<file path="src/rtl/ptc_pkg.sv">
`default_nettype none
package ptc_pkg;
  // Register addresses on the host register port
  localparam logic [7:0] ADDR_ADDEND = 8'h80;
  localparam logic [7:0] ADDR_CMP = 8'h81;
  localparam logic [7:0] ADDR_SEC = 8'h82;
  localparam logic [7:0] ADDR_NS = 8'h83;
  localparam logic [7:0] ADDR_CFG = 8'h84;
  localparam logic [7:0] ADDR_HIGH = 8'h85;
  localparam logic [7:0] ADDR_LOW = 8'h86;
  localparam logic [7:0] ADDR_START = 8'h88;
  // Configuration bit positions
  localparam int CFG_EN_BIT = 0;
  localparam int CFG_CLR_BIT = 1;
  localparam int CFG_IDLE_BIT = 2;
  localparam int CFG_STOP_BIT = 3;
  localparam int CFG_FREE_BIT = 4;
  // Values after reset
  localparam logic [31:0] ADDEND_RST = 32'h85555555;
  localparam logic [31:0] CMP_RST = 32'h3b9aca00;
  localparam logic [31:0] COUNT_RST = 32'h00000000;
  // Nanosecond step and smallest legal start time, in nanoseconds, and the seconds and free running step
  localparam logic [31:0] NS_STEP = 32'h00000010;
  localparam logic [31:0] START_MIN = 32'h00000010;
  localparam logic [31:0] FREE_STEP = 32'h00000001;
endpackage
`default_nettype wire

</file>
<file path="src/rtl/ptc_time_if.sv">
`timescale 1ns/1ps
`default_nettype none
interface ptc_time_if;
  logic en;
  logic tick;
  logic [31:0] ns;
  logic [31:0] sec;
  logic [31:0] free;
  modport src (output en, tick, ns, sec, free);
  modport snk (input en, tick, ns, sec, free);
endinterface
`default_nettype wire

</file>
<file path="src/rtl/ptc_periodic_output.sv">
`timescale 1ns/1ps
`default_nettype none
module ptc_periodic_output import ptc_pkg::*; (
  // Clock and reset
  input wire logic i_clk,
  input wire logic i_rst,
  // Time base
  ptc_time_if.snk tb,
  // Control
  input wire logic i_start,
  input wire logic i_stop,
  input wire logic [31:0] i_start_time,
  input wire logic [31:0] i_high_period,
  input wire logic [31:0] i_low_period,
  input wire logic i_idle_level,
  input wire logic i_led_pin_sel,
  input wire logic i_led_polarity,
  // Output
  output logic o_level,
  output logic o_busy
);
  typedef enum logic [1:0] {pg_idle, pg_armed, pg_run} pg_state_type;
  pg_state_type state_q, state_d;
  logic phase_q;
  logic [31:0] cnt_q;
  logic [31:0] cnt_next;
  logic [31:0] period;
  logic idle_eff;

  assign idle_eff = i_idle_level ^ (i_led_pin_sel & i_led_polarity);
  assign cnt_next = cnt_q + NS_STEP;
  assign period = phase_q ? i_high_period : i_low_period;

  always_comb begin
    state_d = state_q;
    case (state_q)
      pg_idle: if (i_start) state_d = pg_armed;
      pg_armed: if (tb.en && tb.ns == i_start_time) state_d = pg_run;
      pg_run: if (i_start) state_d = pg_armed;
      default: state_d = pg_idle;
    endcase
    if (i_stop) begin
      state_d = pg_idle;
    end
  end

  always_ff @(posedge i_clk) begin
    if (i_rst) begin
      state_q <= pg_idle;
      o_busy <= 1'b0;
    end else begin
      state_q <= state_d;
      o_busy <= (state_d != pg_idle);
    end
  end

  // High phase first, each phase timed in 16 ns steps
  always_ff @(posedge i_clk) begin
    if (i_rst || state_q != pg_run) begin
      phase_q <= 1'b1;
      cnt_q <= COUNT_RST;
    end else if (tb.tick) begin
      if (cnt_next >= period) begin
        phase_q <= ~phase_q;
        cnt_q <= COUNT_RST;
      end else begin
        cnt_q <= cnt_next;
      end
    end
  end

  always_ff @(posedge i_clk) begin
    if (i_rst) begin
      o_level <= 1'b0;
    end else begin
      o_level <= (state_d == pg_run && state_q == pg_run) ? phase_q : idle_eff;
    end
  end

  chk_stop_idle: assert property (@(posedge i_clk) disable iff (i_rst)
    i_stop |=> !o_busy && o_level == $past(idle_eff))
    else $error("periodic output not idle after stop");
  chk_start_arms: assert property (@(posedge i_clk) disable iff (i_rst)
    (i_start && !i_stop) |=> o_busy)
    else $error("periodic output did not arm on start");
  chk_idle_holds: assert property (@(posedge i_clk) disable iff (i_rst)
    (state_q == pg_idle && !i_start) |=> o_level == $past(idle_eff))
    else $error("periodic output left idle without a start");
endmodule
`default_nettype wire

</file>
<file path="src/rtl/ptc_stamp_capture.sv">
`timescale 1ns/1ps
`default_nettype none
module ptc_stamp_capture import ptc_pkg::*; (
  // Clock and reset
  input wire logic i_clk,
  input wire logic i_rst,
  // Time base
  ptc_time_if.snk tb,
  // Frame event and format
  input wire logic i_frame,
  input wire logic i_full_stamp_select,
  input wire logic i_free_select,
  // Captured stamp
  output logic o_valid,
  output logic o_wide,
  output logic o_free,
  output logic [63:0] o_stamp
);
  logic take;
  logic [63:0] stamp_d;

  assign take = i_frame && tb.en;

  always_comb begin
    if (i_full_stamp_select) begin
      stamp_d = {tb.sec, tb.ns};
    end else if (i_free_select) begin
      stamp_d = {32'h00000000, tb.free};
    end else begin
      stamp_d = {32'h00000000, tb.sec[1:0], tb.ns[29:0]};
    end
  end

  always_ff @(posedge i_clk) begin
    if (i_rst) begin
      o_valid <= 1'b0;
      o_wide <= 1'b0;
      o_free <= 1'b0;
      o_stamp <= 64'h0000000000000000;
    end else begin
      o_valid <= take;
      if (take) begin
        o_wide <= i_full_stamp_select;
        o_free <= !i_full_stamp_select && i_free_select;
        o_stamp <= stamp_d;
      end
    end
  end

  chk_stamp_format: assert property (@(posedge i_clk) disable iff (i_rst)
    (take && !i_full_stamp_select && i_free_select)
      |=> o_valid && o_free && o_stamp == {32'h00000000, $past(tb.free)})
    else $error("free running stamp wrong");
  chk_stamp_wide: assert property (@(posedge i_clk) disable iff (i_rst)
    (take && i_full_stamp_select) |=> o_wide && !o_free
      && o_stamp == {$past(tb.sec), $past(tb.ns)})
    else $error("wide stamp wrong");
  chk_stamp_gated: assert property (@(posedge i_clk) disable iff (i_rst)
    (i_frame && !tb.en) |=> !o_valid)
    else $error("stamp taken while counters disabled");
endmodule
`default_nettype wire

</file>
<file path="src/rtl/precision_time_counter.sv">
`timescale 1ns/1ps
`default_nettype none
module precision_time_counter import ptc_pkg::*; (
  // Clock and reset
  input wire logic i_clk,
  input wire logic i_rst,
  // Register port
  input wire logic i_reg_wr,
  input wire logic i_reg_rd,
  input wire logic [7:0] i_reg_addr,
  input wire logic [31:0] i_reg_wdata,
  output logic [31:0] o_reg_rdata,
  output logic o_reg_rvalid,
  // Received frames
  input wire logic i_frame_rx,
  input wire logic i_full_stamp_select,
  output logic o_stamp_valid,
  output logic o_stamp_wide,
  output logic o_stamp_free,
  output logic [63:0] o_stamp,
  // Periodic output
  input wire logic i_led_pin_sel,
  input wire logic i_led_polarity,
  output logic o_periodic_output,
  output logic o_periodic_busy
);
  ////////////////////////////////////////////////////////////////////////////
  // Write decode
  logic wr_addend;
  logic wr_cmp;
  logic wr_sec;
  logic wr_ns;
  logic wr_cfg;
  logic wr_high;
  logic wr_low;
  logic wr_start;
  logic counter_clear;
  logic periodic_output_stop;
  logic start_go;

  assign wr_addend = i_reg_wr && i_reg_addr == ADDR_ADDEND;
  assign wr_cmp = i_reg_wr && i_reg_addr == ADDR_CMP;
  assign wr_sec = i_reg_wr && i_reg_addr == ADDR_SEC;
  assign wr_ns = i_reg_wr && i_reg_addr == ADDR_NS;
  assign wr_cfg = i_reg_wr && i_reg_addr == ADDR_CFG;
  assign wr_high = i_reg_wr && i_reg_addr == ADDR_HIGH;
  assign wr_low = i_reg_wr && i_reg_addr == ADDR_LOW;
  assign wr_start = i_reg_wr && i_reg_addr == ADDR_START;
  // Write-only strobes, never stored, so the clear and stop bits read back as zero
  assign counter_clear = wr_cfg && i_reg_wdata[CFG_CLR_BIT];
  assign periodic_output_stop = wr_cfg && i_reg_wdata[CFG_STOP_BIT];
  assign start_go = wr_start && i_reg_wdata >= START_MIN;

  ////////////////////////////////////////////////////////////////////////////
  // Host registers
  logic [31:0] accumulator_addend_q;
  logic [31:0] one_second_compare_q;
  logic [31:0] periodic_high_period_q;
  logic [31:0] periodic_low_period_q;
  logic [31:0] start_time_value_q;
  logic counter_enable_q;
  logic freerun_capture_select_q;
  logic periodic_output_idle_level_q;

  always_ff @(posedge i_clk) begin
    if (i_rst) begin
      accumulator_addend_q <= ADDEND_RST;
    end else if (wr_addend) begin
      accumulator_addend_q <= i_reg_wdata;
    end
  end

  always_ff @(posedge i_clk) begin
    if (i_rst) begin
      one_second_compare_q <= CMP_RST;
    end else if (wr_cmp) begin
      one_second_compare_q <= i_reg_wdata;
    end
  end

  always_ff @(posedge i_clk) begin
    if (i_rst) begin
      periodic_high_period_q <= COUNT_RST;
      periodic_low_period_q <= COUNT_RST;
      start_time_value_q <= COUNT_RST;
    end else begin
      if (wr_high) begin
        periodic_high_period_q <= i_reg_wdata;
      end
      if (wr_low) begin
        periodic_low_period_q <= i_reg_wdata;
      end
      if (wr_start) begin
        start_time_value_q <= i_reg_wdata;
      end
    end
  end

  always_ff @(posedge i_clk) begin
    if (i_rst) begin
      counter_enable_q <= 1'b0;
      freerun_capture_select_q <= 1'b0;
      periodic_output_idle_level_q <= 1'b0;
    end else if (wr_cfg) begin
      counter_enable_q <= i_reg_wdata[CFG_EN_BIT];
      freerun_capture_select_q <= i_reg_wdata[CFG_FREE_BIT];
      if (!o_periodic_busy) begin
        periodic_output_idle_level_q <= i_reg_wdata[CFG_IDLE_BIT];
      end
    end
  end

  ////////////////////////////////////////////////////////////////////////////
  // Time base: accumulator, nanoseconds, seconds, free running
  logic [31:0] acc_q;
  logic [31:0] ns_q;
  logic [31:0] sec_q;
  logic [31:0] free_q;
  logic [32:0] acc_sum;
  logic [31:0] ns_next;
  logic carry;
  logic wrap;

  assign acc_sum = {1'b0, acc_q} + {1'b0, accumulator_addend_q};
  assign carry = counter_enable_q && acc_sum[32];
  assign ns_next = ns_q + NS_STEP;
  assign wrap = carry && ns_next >= one_second_compare_q;

  always_ff @(posedge i_clk) begin
    if (i_rst || counter_clear) begin
      acc_q <= COUNT_RST;
    end else if (counter_enable_q) begin
      acc_q <= acc_sum[31:0];
    end
  end

  // Host load wins over counting in the same cycle
  always_ff @(posedge i_clk) begin
    if (i_rst || counter_clear) begin
      ns_q <= COUNT_RST;
    end else if (wr_ns) begin
      ns_q <= i_reg_wdata;
    end else if (wrap) begin
      ns_q <= COUNT_RST;
    end else if (carry) begin
      ns_q <= ns_next;
    end
  end

  always_ff @(posedge i_clk) begin
    if (i_rst || counter_clear) begin
      sec_q <= COUNT_RST;
    end else if (wr_sec) begin
      sec_q <= i_reg_wdata;
    end else if (wrap) begin
      sec_q <= sec_q + FREE_STEP;
    end
  end

  always_ff @(posedge i_clk) begin
    if (i_rst || counter_clear) begin
      free_q <= COUNT_RST;
    end else if (counter_enable_q) begin
      free_q <= free_q + FREE_STEP;
    end
  end

  ////////////////////////////////////////////////////////////////////////////
  // Time bus to the stamp and output blocks
  ptc_time_if tb ();

  assign tb.en = counter_enable_q;
  assign tb.tick = carry;
  assign tb.ns = ns_q;
  assign tb.sec = sec_q;
  assign tb.free = free_q;

  ptc_stamp_capture u_capture (
    .i_clk(i_clk),
    .i_rst(i_rst),
    .tb(tb.snk),
    .i_frame(i_frame_rx),
    .i_full_stamp_select(i_full_stamp_select),
    .i_free_select(freerun_capture_select_q),
    .o_valid(o_stamp_valid),
    .o_wide(o_stamp_wide),
    .o_free(o_stamp_free),
    .o_stamp(o_stamp)
  );

  ptc_periodic_output u_periodic (
    .i_clk(i_clk),
    .i_rst(i_rst),
    .tb(tb.snk),
    .i_start(start_go),
    .i_stop(periodic_output_stop),
    .i_start_time(start_time_value_q),
    .i_high_period(periodic_high_period_q),
    .i_low_period(periodic_low_period_q),
    .i_idle_level(periodic_output_idle_level_q),
    .i_led_pin_sel(i_led_pin_sel),
    .i_led_polarity(i_led_polarity),
    .o_level(o_periodic_output),
    .o_busy(o_periodic_busy)
  );

  ////////////////////////////////////////////////////////////////////////////
  // Read back, one cycle after the read strobe
  logic [31:0] rdata_d;

  always_comb begin
    case (i_reg_addr)
      ADDR_ADDEND: rdata_d = accumulator_addend_q;
      ADDR_CMP: rdata_d = one_second_compare_q;
      ADDR_SEC: rdata_d = sec_q;
      ADDR_NS: rdata_d = ns_q;
      ADDR_CFG: begin
        rdata_d = 32'h00000000;
        rdata_d[CFG_EN_BIT] = counter_enable_q;
        rdata_d[CFG_IDLE_BIT] = periodic_output_idle_level_q;
        rdata_d[CFG_FREE_BIT] = freerun_capture_select_q;
      end
      ADDR_HIGH: rdata_d = periodic_high_period_q;
      ADDR_LOW: rdata_d = periodic_low_period_q;
      ADDR_START: rdata_d = start_time_value_q;
      default: rdata_d = 32'h00000000;
    endcase
  end

  always_ff @(posedge i_clk) begin
    if (i_rst) begin
      o_reg_rdata <= 32'h00000000;
      o_reg_rvalid <= 1'b0;
    end else begin
      o_reg_rvalid <= i_reg_rd;
      if (i_reg_rd) begin
        o_reg_rdata <= rdata_d;
      end
    end
  end

  ////////////////////////////////////////////////////////////////////////////
  // Checks
  chk_addend_reset: assert property (@(posedge i_clk)
    i_rst |=> accumulator_addend_q == ADDEND_RST && one_second_compare_q == CMP_RST)
    else $error("addend or compare not at reset value");

  chk_addend_write: assert property (@(posedge i_clk) disable iff (i_rst)
    wr_addend |=> accumulator_addend_q == $past(i_reg_wdata))
    else $error("addend register did not take write");

  chk_addend_hold: assert property (@(posedge i_clk) disable iff (i_rst)
    !wr_addend |=> $stable(accumulator_addend_q))
    else $error("addend register changed without a write");

  chk_read_latency: assert property (@(posedge i_clk) disable iff (i_rst)
    (i_reg_rd && i_reg_addr == ADDR_ADDEND)
      |=> o_reg_rvalid && o_reg_rdata == $past(accumulator_addend_q))
    else $error("addend read back wrong or late");

  chk_compare_write: assert property (@(posedge i_clk) disable iff (i_rst)
    wr_cmp |=> one_second_compare_q == $past(i_reg_wdata))
    else $error("compare register did not take write");

  chk_compare_hold: assert property (@(posedge i_clk) disable iff (i_rst)
    !wr_cmp |=> $stable(one_second_compare_q))
    else $error("compare register changed without a write");

  chk_seconds_load: assert property (@(posedge i_clk) disable iff (i_rst)
    (wr_sec && !counter_clear) |=> sec_q == $past(i_reg_wdata))
    else $error("seconds counter did not load");

  chk_seconds_hold: assert property (@(posedge i_clk) disable iff (i_rst)
    (!wrap && !wr_sec && !counter_clear) |=> $stable(sec_q))
    else $error("seconds moved without a rollover");

  chk_ns_step: assert property (@(posedge i_clk) disable iff (i_rst)
    (carry && !wrap && !wr_ns && !counter_clear) |=> ns_q == $past(ns_q) + NS_STEP)
    else $error("nanoseconds did not step by sixteen");

  chk_ns_hold: assert property (@(posedge i_clk) disable iff (i_rst)
    (!carry && !wr_ns && !counter_clear) |=> $stable(ns_q))
    else $error("nanoseconds moved without a carry");

  chk_second_wrap: assert property (@(posedge i_clk) disable iff (i_rst)
    (wrap && !wr_ns && !wr_sec && !counter_clear)
      |=> ns_q == COUNT_RST && sec_q == $past(sec_q) + FREE_STEP)
    else $error("second rollover wrong");

  chk_clear_all: assert property (@(posedge i_clk) disable iff (i_rst)
    counter_clear |=> acc_q == COUNT_RST && ns_q == COUNT_RST
      && sec_q == COUNT_RST && free_q == COUNT_RST)
    else $error("counter clear missed a counter");

  chk_freeze: assert property (@(posedge i_clk) disable iff (i_rst)
    (!counter_enable_q && !i_reg_wr) |=> $stable(acc_q) && $stable(ns_q)
      && $stable(sec_q) && $stable(free_q))
    else $error("counters moved while disabled");

  chk_acc_add: assert property (@(posedge i_clk) disable iff (i_rst)
    (counter_enable_q && !counter_clear)
      |=> acc_q == $past(acc_q) + $past(accumulator_addend_q))
    else $error("accumulator did not add addend");

  chk_free_run: assert property (@(posedge i_clk) disable iff (i_rst)
    (counter_enable_q && !counter_clear) |=> free_q == $past(free_q) + FREE_STEP)
    else $error("free running counter did not advance");

  chk_idle_ignored: assert property (@(posedge i_clk) disable iff (i_rst)
    (wr_cfg && o_periodic_busy) |=> $stable(periodic_output_idle_level_q))
    else $error("idle level changed while output enabled");

  chk_idle_drive: assert property (@(posedge i_clk) disable iff (i_rst)
    (wr_cfg && i_reg_wdata[CFG_IDLE_BIT] && !o_periodic_busy && !start_go
      && !i_led_pin_sel) |=> ##1 o_periodic_output)
    else $error("idle level write did not reach output");

  chk_short_start: assert property (@(posedge i_clk) disable iff (i_rst)
    (wr_start && i_reg_wdata < START_MIN && !o_periodic_busy) |=> !o_periodic_busy)
    else $error("start below minimum armed the output");

  chk_stop_selfclear: assert property (@(posedge i_clk) disable iff (i_rst)
    (i_reg_rd && i_reg_addr == ADDR_CFG)
      |=> !o_reg_rdata[CFG_STOP_BIT] && !o_reg_rdata[CFG_CLR_BIT])
    else $error("write-only config bits read back set");
endmodule
`default_nettype wire

</file>
<file path="config.mk">
export PLATFORM = sky130hd
export DESIGN_NAME = precision_time_counter
export DESIGN_NICKNAME = d
export VERILOG_FILES = /design/src/rtl/ptc_pkg.sv /design/src/rtl/ptc_time_if.sv /design/src/rtl/ptc_periodic_output.sv /design/src/rtl/ptc_stamp_capture.sv /design/src/rtl/precision_time_counter.sv
export SDC_FILE = /design/constraint.sdc
export NUM_CORES = 1
export LEC_CHECK = 0
export ABC_AREA = 1
export ABC_CLOCK_PERIOD_IN_PS = 4780
export BUFFER_PORTS_ARGS = -buffer_cell sky130_fd_sc_hd__clkbuf_2
export CAP_MARGIN = 40
export CELL_PAD_IN_SITES_DETAIL_PLACEMENT = 2
export CELL_PAD_IN_SITES_GLOBAL_PLACEMENT = 2
export CORE_AREA = 2 2 233 292
export DETAILED_ROUTE_END_ITERATION = 8
export DIE_AREA = 0 0 235 294
export PLACE_DENSITY_LB_ADDON = 0.1
export SYNTH_ARGS = -nofsm -noshare
export SYNTH_HDL_FRONTEND = slang
export SYNTH_SLANG_ARGS = --single-unit
</file>
<file path="constraint.sdc">
create_clock -name i_clk -period 4.78 [get_ports i_clk]
set_clock_uncertainty 0.05 [all_clocks]
set_input_delay 0.956 -clock i_clk [delete_from_list [all_inputs] [get_ports i_clk]]
set_output_delay 0.956 -clock i_clk [all_outputs]
set_load 0.01 [all_outputs]
</file>
### Word-level counts from Yosys, hierarchy flattened

Cells that the tools add are included.

| storage, ports and cells | value |
|---|---|
| register bits | 428 |
| latch bits | 0 |
| RAM bits | 0 |
| memory bits (read-only) | 0 |
| input port bits | 48 |
| output and inout bits | 102 |
| word-level logic and storage cells | 90 |
| memories | 0 |

| operators by class | value |
|---|---|
| add/subtract/negate cells | 5 |
| multiply operators | 0 |
| div/mod/pow operators | 0 |
| order comparisons | 3 |
| eq/ne operators | 13 |
| shift operators | 0 |
| mux-type cells | 15 |
| bitwise gates (word level) | 4 |
| reductions and logical operators | 27 |

Operators with widths:

| cell | number |
|---|---|
| $mux W32 | 8 |
| $pmux W32 S8 | 1 |
| $add A32 B1 Y32 const B | 2 |
| $add A32 B5 Y32 const B | 2 |
| $eq A8 B8 Y1 const B | 8 |
| $ge A32 B32 Y1 | 2 |
| $mux W64 | 1 |
| $add A32 B32 Y33 | 1 |
| $eq A32 B32 Y1 | 1 |
| $ge A32 B5 Y1 const B | 1 |
| $logic_and A1 B1 Y1 | 17 |
| $mux W2 | 3 |
| $eq A2 B2 Y1 const B | 2 |
| $pmux W2 S2 | 1 |
| $reduce_and A2 Y1 | 2 |
| $reduce_bool A2 Y1 | 2 |
| $reduce_bool A3 Y1 | 1 |
| $eq A2 B1 Y1 const B | 1 |
| $logic_not A2 Y1 | 1 |
| $logic_or A1 B1 Y1 | 2 |
| $ne A2 B2 Y1 const B | 1 |
| $not A1 Y1 | 2 |
| $reduce_or A2 Y1 | 1 |
| $and A1 B1 Y1 | 1 |
| 3 further kinds | 3 |

### Depth between registers and ports, before layout

Gate-level depths: netlist of run 1.

| depth | value |
|---|---|
| depth after elaboration | 9 |
| mapped depth | 23 |
| mapped depth without buffers | 21 |

### Modules after synthesis

From an unflattened synthesis of run 1, not the netlist that was laid out.

| second synthesis, totals | value |
|---|---|
| cell total of the unflattened synthesis | 3,869 |
| area, all modules | 25,280.5 sq um |

Modules (own cells, without submodules):

| module | times used | cells an instance | area an instance (sq um) | seq. area each (sq um) |
|---|---|---|---|---|
| precision_time_counter | 1 | 2,785 | 18,591.6 | 6,486.2 |
| ptc_periodic_output | 1 | 647 | 3,789.9 | 660.6 |
| ptc_stamp_capture | 1 | 437 | 2,899.0 | 1,341.3 |

### Worst setup path before layout of run 1

Ideal clock, no wire load.

| path | value |
|---|---|
| path type | register to register |
| from | register u_periodic.cnt_q[4] |
| to | register u_periodic.cnt_q[24] |
| library setup time | 0.070 ns |
| data arrival time | 2.774 ns |
| data required time | 4.660 ns |
| path slack | 1.886 ns |
| cell stages (with the launch flop) | 21 |
| path buffers | 1 |
| clock period less this slack | 2.894 ns |
| path through | dfxtp_1 ha_1 nand3_1 nor2_1 nand2_1 nor2_1 nand4_1 nor2_1 xor2_1 inv_1 ha_1 nand2_1 o21ai_0 nand2_1 o211ai_1 a21oi_1 nand2_1 nor2_8 buf_6 nand2_1 a21oi_1 |

| between the ends | value |
|---|---|
| cells in the longest elaborated chain, start to end | 3 |

Ends and longest elaborated chain:

| element | line | text |
|---|---|---|
| from (decl) | ptc_periodic_output.sv:25 | `logic [31:0] cnt_q;` |
| from (signal assigned) | ptc_periodic_output.sv:67 | `cnt_q <= cnt_next;` |
| $add A32 B5 Y32 (*) | ptc_periodic_output.sv:31 | `assign cnt_next = cnt_q + NS_STEP;` |
| $ge A32 B32 Y1 | ptc_periodic_output.sv:63 | `if (cnt_next >= period) begin` |
| $mux W32 (*) | ptc_periodic_output.sv:63 |  |

Mark *: on every way between the ends. The rest lies on a longest branch, timed or not.
A chain may end at the register's enable or synchronous reset.

### Worst setup path after layout of run 1

| path | value |
|---|---|
| from | register ns_q[6] |
| to | register sec_q[23] |

| between the ends | value |
|---|---|
| cells in the longest elaborated chain, start to end | 4 |

Ends and longest elaborated chain:

| element | line | text |
|---|---|---|
| from (decl) | precision_time_counter.sv:116 | `logic [31:0] ns_q;` |
| from (signal assigned) | precision_time_counter.sv:142 | `ns_q <= i_reg_wdata;` |
| from (signal assigned) | precision_time_counter.sv:146 | `ns_q <= ns_next;` |
| $add A32 B5 Y32 | precision_time_counter.sv:126 | `assign ns_next = ns_q + NS_STEP;` |
| $ge A32 B32 Y1 | precision_time_counter.sv:127 | `assign wrap = carry && ns_next >= one_second_compare_q;` |
| $logic_and A1 B1 Y1 | precision_time_counter.sv:127 |  |
| $reduce_bool A2 Y1 (no line) | -- |  |
| to (signal assigned) | precision_time_counter.sv:154 | `sec_q <= i_reg_wdata;` |
| to (signal assigned) | precision_time_counter.sv:156 | `sec_q <= sec_q + FREE_STEP;` |
| to (decl) | precision_time_counter.sv:117 | `logic [31:0] sec_q;` |

Every way passes these cells.

==> results.toml, run 1 <==
[status]
outcome = "completed"

[drt]
drc = 0
drt_first_iter_violations = 1586
vias_per_cell = 5.718
post_drt_wl_per_cell_um = 26.33
dr.pass1.iters = 5
wl_um = 122200
dr_total_vias = 26538
postRouteAntennaNets = 0

[timing]
fin_setup_tns_ns = 0
maxSlewHeadroom = 0.3750
slew_viol_final = 0
layout_setup_ws_ns = 0.7945
fmaxAchievable_ghz = 0.2509
finalHoldWorstSlack_ns = 0.4149
max_slew.worst_pin.slew_ns = 0.9376
final_worst_path_period_share = 0.8338
final-hold-violation-count = 0
rsz_0062_raised_after_global_routing = "false"
post-route-min-period_ns = 3.986
finalSetupViolCount = 0

[yosys]
combinational_family_with_the_most_area_after_synthesis = "simple AND/OR/NAND/NOR gates"
synthAdderAreaFrac = 0.05030
synth_fp_nets = 3826
synth_ff_type = "sky130_fd_sc_hd__dfxtp_1"
synthMuxAreaShare = 0
async_s_r_ff_share_synth = 0
postSynthAreaPerCell_um2 = 6.595
yosysWarningCount = 0
ys_types = 47
synth_xor_xnor_area_share = 0.03933
yosys.area.top_type_share = 0.3497
ys_ff_latch = 424
postSynthCellCount = 3681
fraction_of_the_mapped_netlist_area_in_compound_gates = 0.1969
number_of_synthesized_flops_with_an_enable_pin = 0
synth.largest_area_cell = "sky130_fd_sc_hd__dfxtp_1"
share_of_synthesized_cell_area_in_and_or_nand_and_nor_gates = 0.2608
syn-cell-area_um2 = 24280
synth_seq_area_share = 0.3497
synthMostInstantiatedCell = "sky130_fd_sc_hd__nand2_1"
synth_commonest_cells = "sky130_fd_sc_hd__nand2_1 (872), sky130_fd_sc_hd__a21oi_1 (478), sky130_fd_sc_hd__dfxtp_1 (424), sky130_fd_sc_hd__inv_1 (424), sky130_fd_sc_hd__o21ai_0 (293)"
ys_top_cells_by_area = "sky130_fd_sc_hd__dfxtp_1 (35%), sky130_fd_sc_hd__nand2_1 (13%), sky130_fd_sc_hd__a21oi_1 (9.9%)"

[place]
dp.final_hpwl_um = 94940
pre_cts_slack_ns = 0.8431
numPortBuffers = 149
gpl.final_weighted_congestion = 0.9509

[clocking]
cts.repair_timing.setup_buffer_count = 0
path_clk_slew_ns = 0.07
cts_buffer_depth = 3
latest_clock_arrival_within_the_worst_skew_pair_ns = 0.63
clockRootBuffer = "sky130_fd_sc_hd__clkbuf_16"
post_cts_repair_resize_count = 0
cts_tree = "done"
clock_tree.htree_level_count = 2
cts-hold-fix-buffers = 0
tritoncts_num_sinks = 424
numCtsBuffers = 50

[critical_path]
worst_setup_path_start_kind = "flop"
crit_end = "sec_q[23]$_SDFFE_PP0P_"
crit_type = "reg -> reg"
worst_ep_required_time_ns = 5.28
cp.arrival_ns = 4.49
critical-path-max-stage-delay_ns = 0.53
endpoint_of_the_worst_register_to_register_path = "sec_q[23]$_SDFFE_PP0P_"
regToRegStartpoint = "ns_q[6]$_SDFFE_PP0P_"
timing.reg2reg.setup_slack_ns = 0.79
worst_path_most_repeated_cell = "sky130_fd_sc_hd__nand2_1"
timing.critical_path.from = "ns_q[6]$_SDFFE_PP0P_"
critical_path_peak_fanout = 19
cp_slowest_cell = "sky130_fd_sc_hd__dfxtp_1"
worstSetupEndpointType = "flop"
worstPathCellList = "inv_1 > nor3_1 > nand2_1 > nor2_1 > nand2_1 > xor2_1 > inv_1 > ha_1 > nand2_1 > nor2_1 > inv_1 > nor3_1 > nand2_1 > inv_1 > nand2_1 > nand2_1 > nand3_4 > nand2_2 > buf_12 > nand2_1 > a21oi_1"
rr_worst_depth = 21

[pwr]
p_leak_nw = 11.23
power-per-cell-area_nw_per_um2 = 293.2
sw_frac_of_total = 0.2425
power_report.internal_total_mw = 6.110
net-switching-power_mw = 1.956
power.share.sequential = 0.439
vdd_drop_max_v = 0.0002128
clock_power_share = 0.527
pwr-share-comb = 0.034

[floorplanning]
core_region_area_um2 = 66450
die_area_um2 = 69090
std_cell_rows = 106
die_x_um = 235
initial_utilization = 0.3653
pin_count = 150
die_h_um = 294

[global_route]
groute.usage.overall = 0.3459
grt_overflow_total = 0
grt_max_degree = 76
first_global_vias = 28432
grt_pass1_wl_um = 181500
grt_antenna_before_repair = 2

[cells_and_area]
final_layout_size_suffix_gt1_frac = 0.08764
number_of_nets_in_the_final_layout = 3882
n_antenna_cell = 0
areaGrowthSynthToFinish_pct = 13.32

[job]
max-cap-violations = 0

[worst_hold_path]
hold_class = "reg -> reg"
worst_hold_path.num_cells = 2
==> kinds of logic (layout without fill, tap and decap cells) <==
kind of cell	after synthesis	count (layout)
AOI/OAI and AO/OA	909	909
xor gates and xnor gates	109	109
adders and majority gates	97	97
buffers and inverters	631	727
DFF	424	424
and+or+nand+nor	1511	1511
==> worst min path at each step <==
| stage | from | endpoint | slack [ns] |
|---|---|---|---|
| 3_5_place_dp | o_reg_rdata[22]$_SDFFE_PP0P_ | o_reg_rdata[22]$_SDFFE_PP0P_ | 0.41 |
| 2_1_floorplan | periodic_low_period_q[10]$_SDFFE_PP0P_ | periodic_low_period_q[10]$_SDFFE_PP0P_ | 0.39 |
| 5_1_grt | o_reg_rdata[30]$_SDFFE_PP0P_ | o_reg_rdata[30]$_SDFFE_PP0P_ | 0.43 |
| 6_report | o_reg_rdata[30]$_SDFFE_PP0P_ | o_reg_rdata[30]$_SDFFE_PP0P_ | 0.41 |
| 4_1_cts | o_reg_rdata[22]$_SDFFE_PP0P_ | o_reg_rdata[22]$_SDFFE_PP0P_ | 0.42 |
| 3_3_place_gp | periodic_low_period_q[11]$_SDFFE_PP0P_ | periodic_low_period_q[11]$_SDFFE_PP0P_ | 0.40 |
==> metal layers <==
metal | global-route usage | up-vias | routed length (um)
li1 | - | 12158 | -
met5 | 0 | - | 18
met4 | 0.1984 | 2 | 8014
met3 | 0.03687 | 234 | 5402
met2 | 0.6090 | 686 | 59910
met1 | 0.4081 | 13458 | 48860
==> critical path, delay by kind of cell (launching register included) <==
family	cells	cell delay, ns
buf+inv	5	0.72
fa+ha+maj	1	0.27
xor+xnor	1	0.16
simple gates	13	2.01
flops	1	0.53
compound gates	1	0.14
==> cell usage in the layout (no fill, tap or decap), drive strengths merged <==
cell type  instances
nor3              68
o211ai            20
dfxtp            424
o22ai             70
a21o               8
o21a               5
nand3            165
clkinv            17
nand3b             2
o21ai            307
and2               1
ha                96
inv              435
buf               46
bufinv             8
and3               1
nor2             303
nand4             66
clkinvlp           4
o221ai             1
nor4              12
nand2            879
or2               10
a21oi            481
o2111ai            3
fa                 1
clkbuf           217
xor2              91
a211oi             7
nor3b              4
o21bai             7
xnor2             18
==> registers in the layout, summed over array words and instances, names as in the netlist, 2 cells and up <==
name,count
free_q,32
ns_q,32
start_time_value_q,32
u_periodic.state_q,2
accumulator_addend_q,32
periodic_low_period_q,32
acc_q,32
o_reg_rdata,32
one_second_compare_q,32
periodic_high_period_q,32
sec_q,32
u_periodic.cnt_q,28
u_capture.o_stamp,64
==> power by group through the flow <==
stage	clock (mW)	sequential [mW]	combinational [mW]
6_report	4.25	3.54	0.274
5_1_grt	4.42	3.54	0.284
4_1_cts	4.29	3.54	0.267
3_5_place_dp	0	3.62	0.265
3_3_place_gp	0	3.62	0.256
2_1_floorplan	0	3.62	0.112
==> final cells by class <==
class	instances	area (um^2)
fill	8112	38940
multi-input combinational	2626	13330
sequential	424	8491
inverter	441	1658
clock buffer	69	1424
timing repair buffer	194	1176
tap	864	1081
clock inverter	23	347.8
==> through the flow <==
stage	util	power, mW	area (um^2)	std cells
3_5_place_dp	0.3874	3.887	25740	4549
3_3_place_gp	0.3861	3.877	25660	4545
2_1_floorplan	-	3.732	24280	3681
4_1_cts	0.4140	8.104	27510	4641
5_1_grt	0.4140	8.250	27510	4641
6_report	0.4140	8.066	27510	4641
Note: power is estimated with default switching activity, not from simulation.
==> run 2, diff against run 1 <==
--- a/config.mk
+++ b/config.mk
@@ -6,14 +6,14 @@
 export NUM_CORES = 1
 export LEC_CHECK = 0
 export ABC_AREA = 1
-export ABC_CLOCK_PERIOD_IN_PS = 4780
+export ABC_CLOCK_PERIOD_IN_PS = 3200
 export BUFFER_PORTS_ARGS = -buffer_cell sky130_fd_sc_hd__clkbuf_2
 export CAP_MARGIN = 40
 export CELL_PAD_IN_SITES_DETAIL_PLACEMENT = 2
 export CELL_PAD_IN_SITES_GLOBAL_PLACEMENT = 2
-export CORE_AREA = 2 2 233 292
+export CORE_AREA = 2 2 254 318
 export DETAILED_ROUTE_END_ITERATION = 8
-export DIE_AREA = 0 0 235 294
+export DIE_AREA = 0 0 256 320
 export PLACE_DENSITY_LB_ADDON = 0.1
 export SYNTH_ARGS = -nofsm -noshare
 export SYNTH_HDL_FRONTEND = slang
==> constraint.sdc (replaced) <==
create_clock -name i_clk -period 3.2 [get_ports i_clk]
set_clock_uncertainty 0.05 [all_clocks]
set_input_delay 0.64 -clock i_clk [delete_from_list [all_inputs] [get_ports i_clk]]
set_output_delay 0.64 -clock i_clk [all_outputs]
set_load 0.01 [all_outputs]
==> run 2 against run 1 <==
  * The flow now finishes with violations (setup timing)
  * Register-to-register slack got worse by 1.1 ns
  * Wire length grew 8.6%
  * Flip-flop and latch count is the same
  * Largest cell class unchanged
  * Critical endpoint is now u_periodic.cnt_q[6]$_SDFFE_PP0P_
  * Utilization shrank 1.2 points
  * Setup slack worse by 1.1 ns
  * Cell area increased by 15%
  * Sequential power is 49% higher
  * Total power up 51%
  * Hold slack lost 0.13 ns
  * Final cell count increased by 9.7%
==> results.toml, run 2 (same netlist as run 1, synthesis figures left out) <==
[pwr]
pwr-share-comb = 0.037
vdd_drop_max_v = 0.0003551
p_leak_nw = 13.28
sw_frac_of_total = 0.2495
power.share.sequential = 0.434
power_report.internal_total_mw = 9.129
clock_power_share = 0.529
design_power_total_mw = 12.16
net-switching-power_mw = 3.035
power-per-cell-area_nw_per_um2 = 384.2

[global_route]
groute.usage.overall = 0.3083
grt_overflow_total = 0
grt_pass1_wl_um = 190300
first_global_vias = 29328
grt_antenna_before_repair = 6
grt_max_degree = 124

[cells_and_area]
number_of_nets_in_the_final_layout = 4140
mostFrequentLayoutCell = "sky130_fd_sc_hd__nand2_1"
largest-register = "u_capture.o_stamp"
flip_flop_count_of_the_largest_register_after_layout = 64
final_layout_size_suffix_gt1_frac = 0.2215
instances_no_fill = 5091
commonest_non_fill_non_tap_cells_in_the_layout = "sky130_fd_sc_hd__nand2_1 (793), sky130_fd_sc_hd__a21oi_1 (429), sky130_fd_sc_hd__inv_1 (409), sky130_fd_sc_hd__dfxtp_1 (388), sky130_fd_sc_hd__o21ai_0 (292)"
areaGrowthSynthToFinish_pct = 30.43
stdcell_area_um2 = 31660

[timing]
finalHoldWorstSlack_ns = 0.2804
max_slew.worst_pin.slew_ns = 0.7033
final_worst_path_period_share = 1.097
finalSetupViolCount = 29
final-hold-violation-count = 0
post-route-min-period_ns = 3.512
rsz_0062_raised_after_global_routing = "true"
slew_viol_final = 0
layout_setup_ws_ns = -0.3119
maxSlewHeadroom = 0.5311
fmaxAchievable_ghz = 0.2847

[floorplanning]
die_x_um = 256
pin_count = 150
die_h_um = 320
std_cell_rows = 115
die_area_um2 = 81920
initial_utilization = 0.3084
core_region_area_um2 = 78710

[critical_path]
timing.reg2reg.setup_slack_ns = -0.31
critical_path_peak_fanout = 5
timing.critical_path.from = "u_periodic.cnt_q[6]$_SDFFE_PP0P_"
rr_worst_depth = 18
worstSetupEndpointType = "flop"
worstPathCellList = "inv_1 > nor3_2 > nand2_1 > inv_2 > nand3_4 > nor3_4 > xor2_2 > ha_1 > a21oi_1 > nor2_1 > nor2_2 > nand3_4 > a21oi_4 > nand2_4 > nor2_4 > clkbuf_16 > nand2_1 > a21oi_1"
crit_buf_inv = 3
crit_end = "u_periodic.cnt_q[6]$_SDFFE_PP0P_"
cp_slowest_cell = "sky130_fd_sc_hd__dfxtp_4"
regToRegStartpoint = "u_periodic.cnt_q[6]$_SDFFE_PP0P_"
worst_setup_path_start_kind = "flop"
crit_path_leading_delay_family = "simple AND/OR/NAND/NOR gates"
cp.arrival_ns = 3.98
endpoint_of_the_worst_register_to_register_path = "u_periodic.cnt_q[6]$_SDFFE_PP0P_"
worst_ep_required_time_ns = 3.67
critical-path-max-stage-delay_ns = 0.39
crit_type = "reg -> reg"
timing.critical_path.depth = 18

[clocking]
clock_tree.htree_level_count = 2
cts_tree = "done"
cts-hold-fix-buffers = 0
numCtsBuffers = 52
path_clk_slew_ns = 0.07
latest_clock_arrival_within_the_worst_skew_pair_ns = 0.65
clockRootBuffer = "sky130_fd_sc_hd__clkbuf_16"
tritoncts_num_sinks = 424
cts_buffer_depth = 3

[place]
numPortBuffers = 149
gpl.final_weighted_congestion = 0.9199
pre_cts_slack_ns = -0.4971
dp.final_hpwl_um = 100500
placement.cell_area_um2 = 27540
dp_cells = 4930

[drt]
postRouteAntennaNets = 0
drt_first_iter_violations = 1531
dr.pass1.iters = 5
post_drt_wl_per_cell_um = 26.07
vias_per_cell = 5.387
drc = 0
wl_um = 132700
dr_total_vias = 27427

[job]
max-cap-violations = 0

[status]
outcome = "finished with violations"
failed_checks = "setup timing"

[worst_hold_path]
hold_class = "in -> reg"
-- run 2: cell count changes in the layout (fill, tap and decap cells not counted), sizes merged --
cell      delta
buf        +249
bufbuf       +1
bufinv       -3
clkbuf      +10
clkinv       +4
clkinvlp     -3
diode        +1
nor2         +2
-- run 2: metal layers --
layer	GRT usage	share of wire	wire length [um]
met2	0.5448	0.49	65130
met3	0.03487	0.036	4765
met4	0.1641	0.064	8505
met5	0	0.00020	26
met1	0.3653	0.41	54290
-- run 2: power groups by stage --
stage               clock [mW]  sequential, mW  combinational [mW]
floorplan                    0            5.41               0.168
global placement             0            5.41               0.415
detailed placement           0            5.41               0.426
CTS                       6.54            5.29               0.435
global route              6.76            5.28               0.470
finish                    6.43            5.28               0.450
-- run 2: area by class of cell --
| type | count | area [um^2] |
|---|---|---|
| flip-flops and latches | 424 | 8556 |
| inverters | 441 | 1660 |
| repair buffers | 448 | 3501 |
| diodes | 1 | 2.502 |
| well taps | 1053 | 1318 |
| clock buffers | 75 | 1539 |
| fillers | 9212 | 47040 |
| clock inverters | 21 | 276.5 |
| multi-input cells | 2628 | 14810 |
-- run 2: worst min path at each step --
stage,startpoint,slack [ns],endpoint,depth (start not counted)
CTS,i_reg_wdata[2],0.24,ns_q[2]$_SDFFE_PP0P_,3
global placement,acc_q[0]$_SDFFE_PP0P_,0.40,acc_q[0]$_SDFFE_PP0P_,2
floorplan,periodic_low_period_q[10]$_SDFFE_PP0P_,0.39,periodic_low_period_q[10]$_SDFFE_PP0P_,2
global route,i_reg_wdata[2],0.29,ns_q[2]$_SDFFE_PP0P_,3
finish,i_reg_wdata[2],0.28,ns_q[2]$_SDFFE_PP0P_,3
detailed placement,u_capture.o_stamp[53]$_SDFFE_PP0P_,0.41,u_capture.o_stamp[53]$_SDFFE_PP0P_,2
-- run 2: worst reg2reg max path, stage by stage, from the launching register on --
cell and delay [ns]:
sky130_fd_sc_hd__dfxtp_4 0.39, sky130_fd_sc_hd__inv_1 0.10, sky130_fd_sc_hd__nor3_2 0.21, sky130_fd_sc_hd__nand2_1 0.14
sky130_fd_sc_hd__inv_2 0.09, sky130_fd_sc_hd__nand3_4 0.11, sky130_fd_sc_hd__nor3_4 0.25, sky130_fd_sc_hd__xor2_2 0.23
sky130_fd_sc_hd__ha_1 0.29, sky130_fd_sc_hd__a21oi_1 0.17, sky130_fd_sc_hd__nor2_1 0.07, sky130_fd_sc_hd__nor2_2 0.14
sky130_fd_sc_hd__nand3_4 0.13, sky130_fd_sc_hd__a21oi_4 0.19, sky130_fd_sc_hd__nand2_4 0.12, sky130_fd_sc_hd__nor2_4 0.23
sky130_fd_sc_hd__clkbuf_16 0.20, sky130_fd_sc_hd__nand2_1 0.05, sky130_fd_sc_hd__a21oi_1 0.23
-- run 2: stage by stage --
stage | utilization | TNS, ns
global placement | 0.3498 | -17.12
CTS | 0.3822 | 0
detailed placement | 0.3499 | -25.18
floorplan | - | 0
finish | 0.4023 | -3.548
global route | 0.4023 | -11.01
-- run 2: timing repair --
item	CTS	global route
setup endpoints to repair	93	93
resized for setup	113	293
pin swaps	32	104
cloned	6	5
setup buffers	19	35
